`src/logic/sdp_pkg.sv`:
```
// shared constants and types of the serial datagram access pipeline
package sdp_pkg;
    localparam int FRAME_BITS  = 40;
    localparam int DATA_BITS   = 32;
    localparam int ADDR_BITS   = 7;
    localparam int STAT_BITS   = 8;
    localparam int DIR_POS     = 39;
    localparam int ADDR_HI     = 38;
    localparam int ADDR_LO     = 32;
    localparam int DATA_HI     = 31;
    localparam int DATA_LO     = 0;
    localparam int SYNC_STAGES = 2;
    localparam int CNT_BITS    = 6;
    localparam logic [CNT_BITS-1:0]  FRAME_CNT     = 6'h28;
    localparam logic [STAT_BITS-1:0] STAT_RST      = 8'h00;
    localparam logic [DATA_BITS-1:0] READBACK_RST  = 32'h00000000;
    localparam logic [ADDR_BITS-1:0] ADDR_RST      = 7'h00;
    localparam logic [2:0]           PIN_SYNC_RST  = 3'h6;
    localparam logic [1:0]           PIN_EDGE_RST  = 2'h3;

    // status byte, field order equals bit order 7 down to 0
    typedef struct packed {
        logic stop_right;
        logic stop_left;
        logic pos_reached;
        logic vel_reached;
        logic standstill;
        logic stall_detect_flag;
        logic driver_error;
        logic reset_flag;
    } sdp_status_s;

    // register access request toward the register file
    typedef struct packed {
        logic                 wr;
        logic                 rd;
        logic [ADDR_BITS-1:0] addr;
        logic [DATA_BITS-1:0] wdata;
    } sdp_req_s;

    typedef enum logic [0:0] {
        SDP_IDLE,
        SDP_FETCH
    } sdp_state_e;
endpackage

```
`src/logic/sdp_top.sv`:
```
// serial datagram slave: 40-bit frames, pipelined read-back, status byte
//
// Summary of operation
// - frame is 40 bits: address or status byte on top, 32 data bits below.
// - frame bit 39 picks direction: zero reads, one writes.
// - a full 40-bit answer is shifted out in every frame of 40 clocks or more.
// - after a read frame, returned data is the register it addressed.
// - after a write frame, returned data repeats that frame's write data.
// - read frames only pass the address; their data bits are never stored.
// - bits 39 to 32 of each answer carry the eight-flag status byte.
// - status flags are captured at frame end, shown in the next frame.
// - status bits 7 and 6 mirror the right and left stop switches.
// - status bits 5 and 4 mirror position reached and velocity reached.
// - status bits 3 and 2 mirror standstill and stall detection.
// - status bits 1 and 0 mirror driver error and reset occurred.
// - register data is right aligned within the 32 data bits.
// - bits go msb first; sample on rising, update out after falling edge.
// - select rising takes last 40 bits; extra bits leave 40 clocks later.
`timescale 1ns/1ps
module sdp_top #(
    parameter int DATA_W = 32,
    parameter int ADDR_W = 7
) (
    input  wire logic                        mclk,
    input  wire logic                        nrst,
    input  wire logic                        sck,
    input  wire logic                        select_low,
    input  wire logic                        serial_in,
    output logic                             serial_out,
    output logic                             serial_out_oe_n,
    input  wire sdp_pkg::sdp_status_s        status_flags,
    input  wire logic [DATA_W-1:0]           reg_rdata,
    output sdp_pkg::sdp_req_s                reg_req,
    output logic                             frame_error
);
    // the frame layout is fixed; other widths cannot be served
    if (DATA_W != sdp_pkg::DATA_BITS || ADDR_W != sdp_pkg::ADDR_BITS) begin : g_chk
        $error("sdp_top supports only 32 data bits and 7 address bits");
    end

    // timing budget, counted in system clocks:
    //   every pin passes two synchroniser flops, and sck and select one edge flop, so the
    //   logic sees a pin change about three clocks after it happens
    //   the first answer bit appears one clock after the select fall is seen
    //   later answer bits change one clock after each bus clock fall is seen
    //   the command is acted on one clock after the select rise is seen
    // limits that follow from this:
    //   each bus clock phase must last at least three system clocks,
    //   otherwise an edge can be lost between two samples
    //   select must stay high for at least three clocks between frames,
    //   or the end of one frame and the start of the next merge
    //   the answer is loaded at the select fall, so a read fetch must have
    //   landed by then; the bypass below covers the one-clock overlap
    // hazards avoided:
    //   bus clock edges are counted only while select is low, so a master
    //   that toggles the clock while deselected leaves the counter alone
    //   because all three pins share the same delay, the last rising edge
    //   of a frame is always counted before the select rise is seen
    //   serial_out keeps its last bit when deselected; the enable going
    //   high is what releases the line
    // trade-off: no extra filter on the pins; a glitch shorter than one
    //   system clock may be seen as an edge if it straddles a sample
    // limitation: the register side must answer a read in the same cycle as
    //   the read strobe; a slower register file needs a longer fetch state
    // limitation: a frame that is cut short returns nothing useful to the
    //   master, but the status byte is still refreshed at its end
    // reading a register costs two frames; chained reads hide that cost,
    //   since each frame carries the result of the one before
    // data before the first read or write is the reset value of the
    //   read-back word, zero, and holds no register content

    logic [2:0]                          pins_s;
    logic                                sck_s;
    logic                                csn_s;
    logic                                sdi_s;
    logic [1:0]                          edge_rise;
    logic [1:0]                          edge_fall;
    logic                                sck_rise;
    logic                                sck_fall;
    logic                                csn_rise;
    logic                                csn_fall;
    logic [sdp_pkg::FRAME_BITS-1:0]      shift_r;
    logic [sdp_pkg::FRAME_BITS-1:0]      answer;
    logic [sdp_pkg::CNT_BITS-1:0]        bit_cnt_r;
    logic                                out_r;
    logic                                oe_n_r;
    sdp_pkg::sdp_status_s                status_r;
    logic [sdp_pkg::DATA_BITS-1:0]       readback_r;
    logic [sdp_pkg::DATA_BITS-1:0]       readback_now;
    sdp_pkg::sdp_state_e                 state_r;
    sdp_pkg::sdp_req_s                   req_r;
    logic                                err_r;
    logic                                frame_ok;
    logic                                cmd_write;
    logic [sdp_pkg::ADDR_BITS-1:0]       cmd_addr;
    logic [sdp_pkg::DATA_BITS-1:0]       cmd_data;

    // pins come from the master's domain: two flops before any use
    // one three-bit synchroniser keeps sck, select and data aligned
    sdp_sync #(
        .WIDTH   (3),
        .STAGES  (sdp_pkg::SYNC_STAGES),
        .RST_VAL (sdp_pkg::PIN_SYNC_RST)
    ) u_sync (
        .mclk (mclk),
        .nrst (nrst),
        .d    ({sck, select_low, serial_in}),
        .q    (pins_s)
    );

    assign sck_s = pins_s[2];
    assign csn_s = pins_s[1];
    assign sdi_s = pins_s[0];

    // edges of the synchronised bus clock and select
    // reset values match the idle pin levels, so no false edge follows reset
    sdp_edge #(
        .WIDTH   (2),
        .RST_VAL (sdp_pkg::PIN_EDGE_RST)
    ) u_edge (
        .mclk (mclk),
        .nrst (nrst),
        .d    ({sck_s, csn_s}),
        .rise (edge_rise),
        .fall (edge_fall)
    );

    // bus clock edges only count while selected
    assign sck_rise = edge_rise[1] & ~csn_s;
    assign sck_fall = edge_fall[1] & ~csn_s;
    assign csn_rise = edge_rise[0];
    assign csn_fall = edge_fall[0];

    // command fields of the last 40 bits received
    // fields are read straight from the shifter; they are only valid at the
    // select rise, which is the only time they are used
    // split frame fields
    assign cmd_write = shift_r[sdp_pkg::DIR_POS];
    assign cmd_addr  = shift_r[sdp_pkg::ADDR_HI:sdp_pkg::ADDR_LO];
    assign cmd_data  = shift_r[sdp_pkg::DATA_HI:sdp_pkg::DATA_LO];

    // forty counted rises or more make a frame acceptable
    // short frames are dropped
    assign frame_ok = (bit_cnt_r == sdp_pkg::FRAME_CNT);

    // a read fetch may still be landing when the next frame starts; bypass it
    assign readback_now = (state_r == sdp_pkg::SDP_FETCH) ? reg_rdata : readback_r;

    // status byte on top, data below
    assign answer = {status_r, readback_now};

    // bit counter saturates at a full frame; excess bits only pass through
    // saturation keeps a long daisy-chain frame from wrapping the count
    // back below 40 and being refused as short
    always_ff @(posedge mclk or negedge nrst) begin
        if (!nrst) begin
            bit_cnt_r <= '0;
        end else if (csn_fall) begin
            bit_cnt_r <= '0;
        end else if (sck_rise && bit_cnt_r != sdp_pkg::FRAME_CNT) begin
            bit_cnt_r <= bit_cnt_r + 6'h01;
        end
    end

    // one register serves as both answer and receive shifter, which gives
    // the 40-clock pass-through of excess bits for free
    // the answer is loaded at the select fall, not at the end of the
    // previous frame, so the freshest read-back is sent
    // load answer every frame
    always_ff @(posedge mclk or negedge nrst) begin
        if (!nrst) begin
            shift_r <= '0;
        end else if (csn_fall) begin
            shift_r <= answer;
        end else if (sck_rise) begin
            shift_r <= {shift_r[sdp_pkg::FRAME_BITS-2:0], sdi_s};
        end
    end

    // serial output changes after the falling bus clock edge only
    // the first bit is set at the select fall, so it is already out before the
    // first falling edge, which mode 3 gives ahead of the first rising one
    // update out on falling
    always_ff @(posedge mclk or negedge nrst) begin
        if (!nrst) begin
            out_r <= 1'b0;
        end else if (csn_fall) begin
            out_r <= answer[sdp_pkg::FRAME_BITS-1];
        end else if (sck_fall) begin
            out_r <= shift_r[sdp_pkg::FRAME_BITS-1];
        end
    end

    // output enable low while selected
    // enable follows the synchronised select, so it lags the pin by about
    // three clocks at both ends of a frame
    always_ff @(posedge mclk or negedge nrst) begin
        if (!nrst) begin
            oe_n_r <= 1'b1;
        end else if (csn_fall) begin
            oe_n_r <= 1'b0;
        end else if (csn_rise) begin
            oe_n_r <= 1'b1;
        end
    end

    // status is latched at the end of every access, good or short
    // a short frame still refreshes the status, so the master always sees
    // flags no older than its last select rise
    // the sticky error and reset flags are cleared outside, on a read of
    // the global state register; here they are only copied
    // capture flags at frame end
    always_ff @(posedge mclk or negedge nrst) begin
        if (!nrst) begin
            status_r <= sdp_pkg::STAT_RST;
        end else if (csn_rise) begin
            status_r <= status_flags;
        end
    end

    // fetch state waits one cycle for the register file's read data
    // the register file answers in the same cycle as the read strobe; a
    // single wait state is enough and keeps the path short
    always_ff @(posedge mclk or negedge nrst) begin
        if (!nrst) begin
            state_r <= sdp_pkg::SDP_IDLE;
        end else begin
            case (state_r)
                sdp_pkg::SDP_IDLE: begin
                    if (csn_rise && frame_ok && !cmd_write) begin
                        state_r <= sdp_pkg::SDP_FETCH;
                    end
                end
                sdp_pkg::SDP_FETCH: begin
                    state_r <= sdp_pkg::SDP_IDLE;
                end
                default: begin
                    state_r <= sdp_pkg::SDP_IDLE;
                end
            endcase
        end
    end

    // read-back word for the next frame
    // a read loads what the register file returned, a write the data just
    // received; a short frame leaves the word as it was
    // zero until first read or write
    always_ff @(posedge mclk or negedge nrst) begin
        if (!nrst) begin
            readback_r <= sdp_pkg::READBACK_RST;
        end else if (state_r == sdp_pkg::SDP_FETCH) begin
            readback_r <= reg_rdata;
        end else if (csn_rise && frame_ok && cmd_write) begin
            readback_r <= cmd_data;
        end
    end

    // register request: one-cycle strobes, address and data held
    // write data is kept from the last write only, so a read frame's dummy
    // data bits never reach the register side
    // direction from bit 39
    always_ff @(posedge mclk or negedge nrst) begin
        if (!nrst) begin
            req_r.wr    <= 1'b0;
            req_r.rd    <= 1'b0;
            req_r.addr  <= sdp_pkg::ADDR_RST;
            req_r.wdata <= sdp_pkg::READBACK_RST;
        end else begin
            req_r.wr <= csn_rise & frame_ok & cmd_write;
            req_r.rd <= csn_rise & frame_ok & ~cmd_write;
            if (csn_rise && frame_ok) begin
                req_r.addr <= cmd_addr;
            end
            if (csn_rise && frame_ok && cmd_write) begin
                req_r.wdata <= cmd_data;
            end
        end
    end

    // a frame shorter than 40 clocks flags an error pulse
    // the pulse is for a monitor; the frame itself is simply dropped
    always_ff @(posedge mclk or negedge nrst) begin
        if (!nrst) begin
            err_r <= 1'b0;
        end else begin
            err_r <= csn_rise & ~frame_ok;
        end
    end

    // every output comes straight from a flop, so no pin path sees a glitch
    assign serial_out      = out_r;
    assign serial_out_oe_n = oe_n_r;
    assign reg_req         = req_r;
    assign frame_error     = err_r;
endmodule

```
`src/logic/sdp_sync.sv`:
```
// multi-bit two-stage synchroniser for asynchronous pins
`timescale 1ns/1ps
module sdp_sync #(
    parameter int         WIDTH   = 1,
    parameter int         STAGES  = 2,
    parameter logic [WIDTH-1:0] RST_VAL = '0
) (
    input  wire logic             mclk,
    input  wire logic             nrst,
    input  wire logic [WIDTH-1:0] d,
    output logic      [WIDTH-1:0] q
);
    logic [WIDTH-1:0] stage_r [STAGES];

    if (STAGES < 2) begin : g_chk
        $error("sdp_sync needs at least two stages");
    end

    // first stage is read only by the next stage
    always_ff @(posedge mclk or negedge nrst) begin
        if (!nrst) begin
            for (int i = 0; i < STAGES; i++) begin
                stage_r[i] <= RST_VAL;
            end
        end else begin
            stage_r[0] <= d;
            for (int i = 1; i < STAGES; i++) begin
                stage_r[i] <= stage_r[i-1];
            end
        end
    end

    assign q = stage_r[STAGES-1];
endmodule

```
`src/logic/sdp_edge.sv`:
```
// rising and falling edge finder for already synchronised levels
`timescale 1ns/1ps
module sdp_edge #(
    parameter int         WIDTH   = 1,
    parameter logic [WIDTH-1:0] RST_VAL = '0
) (
    input  wire logic             mclk,
    input  wire logic             nrst,
    input  wire logic [WIDTH-1:0] d,
    output logic      [WIDTH-1:0] rise,
    output logic      [WIDTH-1:0] fall
);
    logic [WIDTH-1:0] prev_r;

    // previous sample of each level
    always_ff @(posedge mclk or negedge nrst) begin
        if (!nrst) begin
            prev_r <= RST_VAL;
        end else begin
            prev_r <= d;
        end
    end

    // one-cycle pulses, per bit
    assign rise = d & ~prev_r;
    assign fall = ~d & prev_r;
endmodule

```
`config.mk`:
```
export PLATFORM = sky130hd
export DESIGN_NAME = sdp_top
export DESIGN_NICKNAME = d
export VERILOG_FILES = /design/src/logic/sdp_pkg.sv /design/src/logic/sdp_top.sv /design/src/logic/sdp_sync.sv /design/src/logic/sdp_edge.sv
export SDC_FILE = /design/constraint.sdc
export NUM_CORES = 1
export LEC_CHECK = 0
export ABC_CLOCK_PERIOD_IN_PS = 2500
export BUFFER_PORTS_ARGS = -buffer_cell sky130_fd_sc_hd__buf_2
export CORE_MARGIN = 4
export CORE_UTILIZATION = 59
export CTS_BUF_LIST = sky130_fd_sc_hd__clkbuf_2 sky130_fd_sc_hd__clkbuf_4 sky130_fd_sc_hd__clkbuf_8
export DETAILED_ROUTE_END_ITERATION = 8
export HOLD_SLACK_MARGIN = 0.03
export PLACE_DENSITY = 0.85
export SYNTH_ARGS = -nofsm -noshare
export SYNTH_HDL_FRONTEND = slang
export SYNTH_SLANG_ARGS = --single-unit
```
`constraint.sdc`:
```
create_clock -name mclk -period 2.5 [get_ports mclk]
set_input_delay 0.375 -clock mclk [delete_from_list [all_inputs] [get_ports mclk]]
set_output_delay 0.375 -clock mclk [all_outputs]
set_load 0.01 [all_outputs]
```
==> metrics, run 1 <==
die area around 12000 µm²; CP Class reg2reg; Total Wirelength 14500 µm; period utilisation layout between 80% and 90%; Filler Cells Inserted 762; n_diodes 0; vias 4692; Synth Warn # 0; root buffer cell clkbuf_8; critical path capture point type register; startpoint class of the critical path register; Worst-path clk slew 80 ps; Crit path arrival time 2280 ps; Final ANT Viol Nets 0; initial antenna violation count 0; Die W 111 µm; chip height 111 µm; VDD IR max 381 µV; Hold Path Class in2reg; # IOs 89; Final Max Tran Viols 0; RSZ-0062 raised after global routing no; nets@finish 690; DR iter-0 viols around 400; Max-Cap Viols 0; number of library cell types mapped by synthesis 40; first drt pass iteration count 5; Longest Clk Path Bufs 2; Cell Chain, Critical Path inv_1 -> ha_1 -> and4_1 -> nand2_4 -> inv_2 -> o211ai_1; FP Rows 37; register area share after synthesis a little under three fifths; worst clock skew 12.1 ps; critical path's top delay family buffers and inverters; top-area cell type share of the netlist area roughly 52%; largest cells by area after synthesis dfrtp_1 52%, mux2_4 7.1%, nand2_1 6.4%; Fin Setup TNS 0 ps; final-report setup violation count 0; PwrDens 645 nW/µm²; Post-synth EDFFs 0; worst hold slack 73.4 ps; Avg Vias per Cell 5.94; worst slew pin tran 653 ps; fmax 498 MHz; Worst path slowest cell inv_2; largest net degree at the start of global routing 54; Worst slew margin 56.4%; status finished clean; first-pass GRT wire length around 24000 µm; share of post-route cells with drive strength above 1 30.4%; Core Footprint 10400 µm²; post-detail-place hpwl approximately 9200 µm; Starting Density 60.9%; max incr delay on CP 500 ps; number of I/O port buffers 88; data required time of the worst path 2770 ps; CTS Buf Count 17; Worst Path Buf+Inv 2; Num Clock Sinks approximately 140; PostCTS Resize Cnt 0; Area Overhead vs Synth 16.1%; total track usage 23.8%; Synth Register Bits 139; Cells after Synth 559; final hold violation count 0; asr flop ratio synth 100%; Post-Syn Area per Cell 11.3 µm²; minimum clock period between 2000 and 2500 ps; clk_lat worst skew between 400 and 500 ps; # DRC 0; Final GP Congestion 0.798; Max FO, Critical Path 33; Top FF cell, synth dfrtp_1; total grt overflow 0; per-cell routed wire length between 15 and 20 µm; Mapped Nets 608; TritonCTS clock tree built; vias in the first global route 4846; Lkg Pwr 3.60 nW; Synth area leader dfrtp_1; post-synthesis cell area 6320 µm²; H-tree depth 4
-- Yosys cell counts (2+ instances only) --
master    instances
a21oi_1           2
a31oi_1          34
and3_1           31
buf_2             8
buf_6             4
clkbuf_1         30
dfrtp_1         132
dfstp_2           7
ha_1              4
inv_1             8
inv_2             2
mux2_2           18
mux2_4           30
mux2i_1          12
nand2_1         108
nand2b_1         31
nand4b_1         32
nor2_1            4
nor3b_1           2
o211ai_1         31
o21ai_0          10
-- registers in the layout (all words and copies together), names as in the netlist --
name             count
u_sync.q             3
u_edge.prev_r        2
bit_cnt_r            6
readback_r          32
state_r              1
u_sync.stage_r       3
serial_out           1
reg_req             41
answer               8
shift_r             40
frame_error          1
serial_out_oe_n      1
-- metrics by stage --
step	instances	util (%)	instance area (µm²)	power, mW	setup WS, ps
global route	790	70.8	7340	4.94	373
CTS	790	70.8	7340	4.76	510
floorplan	559	-	6320	2.68	716
detailed placement	755	66.4	6890	2.86	530
finish	790	70.8	7340	4.73	492
global placement	755	66.4	6890	2.83	594
-- metal layers --
| layer | global-route usage, % | routed length, µm | vias to the layer above |
|---|---|---|---|
| met5 | 0 | 0 | - |
| li1 | - | - | 2143 |
| met4 | 8.92 | 223 | 0 |
| met3 | 5.43 | 896 | 22 |
| met1 | 32.6 | 6300 | 2331 |
| met2 | 37.5 | 7050 | 196 |
-- logic make-up after synthesis --
group | Yosys count | synth area share, %
buf+inv | 53 | 3.78
fa+ha+maj | 4 | 0.792
flops | 139 | 55.2
compound gates | 83 | 8.81
simple gates | 220 | 19.2
mux | 60 | 12.2
-- timing repair --
action	4_1_cts	5_1_grt
endpoints found under the hold margin	52	0
endpoints found under the setup margin	0	0
hold buffers	3	0
setup buffers	0	0
-- where the power goes --
part | internal [mW] | switching, mW | leakage (nW) | total (mW)
logic | 0.142 | 0.185 | 1.81 | 0.327
registers | 2.37 | 0.117 | 1.58 | 2.49
clock network | 1.06 | 0.857 | 0.205 | 1.92
-- layout by cell type (no fill, tap or decap), drive strengths merged --
cell	netlist	layout
and3b	1	1
a21oi	2	2
ha	4	4
buf	13	103
or3b	1	1
nand2b	31	31
dfstp	7	7
nand4b	32	32
a21boi	1	1
nor3b	3	3
or4	1	1
bufinv	0	3
o211a	1	1
dlygate4sd3	0	3
nand3	1	1
nor2	4	4
nand4	2	2
clkbuf	30	21
inv	10	10
o211ai	31	31
mux2i	12	12
mux2	48	48
o21a	1	1
a2111oi	1	1
o311ai	1	1
and4	1	1
and3	31	31
nor3	1	1
o21ai	10	10
or3	1	1
o31ai	1	1
clkinvlp	0	4
nand2	109	109
a31oi	34	34
clkinv	0	4
nor2b	1	1
dfrtp	132	132
-- area by class of cell --
type / count / area, µm² / area share (%)
Clock buffer: 21 / 277 / 3.77
Clock inverter: 11 / 144 / 1.96
Inverter: 10 / 37.5 / 0.512
Multi-Input combinational cell: 367 / 2610 / 35.5
Sequential cell: 139 / 3490 / 47.5
Tap cell: 136 / 170 / 2.32
Timing Repair Buffer: 106 / 614 / 8.37
-- worst reg2reg max path: stages, from the launching register on --
cell      delay (ps)
dfrtp_1          410
inv_1             90
ha_1             270
and4_1           290
nand2_4           70
inv_2            500
o211ai_1         220
-- path summary, 6_finish.rpt --
| check | from | to | slack, ps | cells after the start |
|---|---|---|---|---|
| max | bit_cnt_r[0] | readback_r[4] | 490 | 6 |
| max reg2reg | bit_cnt_r[0] | readback_r[4] | 490 | 6 |
| min reg2reg | u_sync.stage_r[4] | u_sync.q[1] | 360 | 0 |
| min in group asynchronous | nrst | reg_req[6] | 440 | 2 |
| max in group asynchronous | nrst | shift_r[13] | 1170 | 3 |
| min | serial_in | u_sync.stage_r[3] | 70 | 1 |
No activity file was read; power rests on OpenSTA's default activity.
==> run 2: changes to the inputs <==
--- a/config.mk
+++ b/config.mk
@@ -5,7 +5,7 @@
 export SDC_FILE = /design/constraint.sdc
 export NUM_CORES = 1
 export LEC_CHECK = 0
-export ABC_CLOCK_PERIOD_IN_PS = 2500
+export ABC_CLOCK_PERIOD_IN_PS = 2080
 export BUFFER_PORTS_ARGS = -buffer_cell sky130_fd_sc_hd__buf_2
 export CORE_MARGIN = 4
 export CORE_UTILIZATION = 59
==> constraint.sdc (replaced) <==
create_clock -name mclk -period 2.08 [get_ports mclk]
set_input_delay 0.312 -clock mclk [delete_from_list [all_inputs] [get_ports mclk]]
set_output_delay 0.312 -clock mclk [all_outputs]
set_load 0.01 [all_outputs]
==> metrics, run 2 (same netlist as run 1, synthesis figures left out) <==
post-detail-place hpwl 9460 µm; Final GP Congestion 0.788; FP Rows 37; root buffer cell clkbuf_8; largest net degree at the start of global routing 97; status finished clean; nets@finish 692; Lkg Pwr between 3 and 4 nW; data required time of the worst path 2410 ps; share of post-route cells with drive strength above 1 approximately 30%; Cell Chain, Critical Path or3b_4 -> a31oi_1 -> mux2_2; final non-filler cell total 791; worst clock skew 11.2 ps; worst slew pin tran 512 ps; period utilisation layout about nine tenths; Worst-path clk slew 80 ps; first-pass GRT wire length 25000 µm; fmax 532 MHz; CP Class reg2reg; Crit path arrival time 2210 ps; Hold Path Class in2reg; Starting Density 60.9%; Max-Cap Viols 0; vias in the first global route 5015; startpoint class of the critical path register; Final ANT Viol Nets 0; critical path capture point type register; DR iter-0 viols 405; total grt overflow 0; first drt pass iteration count 5; Die W 111 µm; die area 12400 µm²; Worst path slowest cell dfstp_2; Avg Vias per Cell between 6 and 7; total track usage 24.7%; Fin Setup TNS 0 ps; TritonCTS clock tree built; per-cell routed wire length 19.0 µm; PwrDens between 700 and 800 nW/µm²; RSZ-0062 raised after global routing no; Filler Cells Inserted about 740; H-tree depth 4; # IOs 89; number of I/O port buffers between 80 and 90; post-placement cell count 756; initial antenna violation count 0; Area Overhead vs Synth 16.7%; most common cell after layout, fill and taps aside dfrtp_1; final hold violation count 0; Core Footprint 10400 µm²; n_diodes 0; # DRC 0; final-report setup violation count 0; max incr delay on CP approximately 560 ps; Worst slew margin 65.7%; setup bufs post-CTS 0; most frequent cells in the layout 131 x dfrtp_1, 108 x nand2_1, 87 x buf_2; max reg flops 41; final design utilization 71.1%; minimum clock period 1880 ps; clk_lat worst skew 440 ps; Num Clock Sinks 139; vias 4815; Longest Clk Path Bufs 2; Max FO, Critical Path 21; VDD IR max 483 µV; chip height 111 µm; Total Wirelength approximately 15000 µm; CTS Buf Count 17; Final Max Tran Viols 0
[run 2: critical path, delay by kind of cell (launching register included)]
kind               cells  cell delay, ps
AOI/OAI and AO/OA      1             310
DFF                    1             560
and+or+nand+nor        1             530
muxes                  1             370
[run 2: stage by stage]
stage | area, µm² | hold WS [ps] | total power, mW | setup WS, ps
after floorplan | 6320 | 16.4 | 3.22 | 296
after global placement | 6930 | 286 | 3.41 | 157
after detailed placement | 6930 | 287 | 3.45 | 81.8
after CTS | 7370 | 83.2 | 5.63 | 65.2
after global routing | 7380 | 89.7 | 5.84 | 135
final | 7380 | 99.2 | 5.62 | 201
[run 2: per-layer routing]
layer  wire, µm  vias to the layer above  track usage [%]  part of all wire (%)
met4        328                        0             10.7                   2.2
met3       1010                       37             5.22                   6.7
met2       7310                      235             39.1                    49
met5          0                        -                0                     0
met1       6370                     2399             33.2                    42
li1           -                     2144                -                     -
[run 2: path summary, 6_finish.rpt]
check	startpoint	end	slack [ps]	cells past startpoint
max in group asynchronous	nrst	u_sync.stage_r[5]	1040	3
min in group asynchronous	nrst	shift_r[7]	370	2
worst max-delay path	u_sync.q[2]	bit_cnt_r[0]	200	3
worst min register to register	u_sync.stage_r[4]	u_sync.q[1]	370	0
worst max register to register	u_sync.q[2]	bit_cnt_r[0]	200	3
worst min-delay path	status_flags[7]	answer[39]	100	3
[run 2: timing repair]
action | 4_1_cts | 5_1_grt
hold buffers | 4 | 0
endpoints found under the hold margin | 51 | 0
endpoints found under the setup margin | 0 | 12
resized for setup | 0 | 2
[run 2: cell type report]
class	count	area [µm²]	share of cell area (%)
clock buffers	21	283	3.83
clock inverters	10	118	1.59
well taps	136	170	2.31
multi-input cells	367	2610	35.4
flip-flops and latches	139	3490	47.3
repair buffers	108	669	9.08
inverters	10	40.0	0.543
[run 2: power breakdown]
group | internal, mW | switching (mW)
Combinational | 0.180 | 0.232
Clock | 1.17 | 1.05
Sequential | 2.85 | 0.139
Total | 4.20 | 1.42
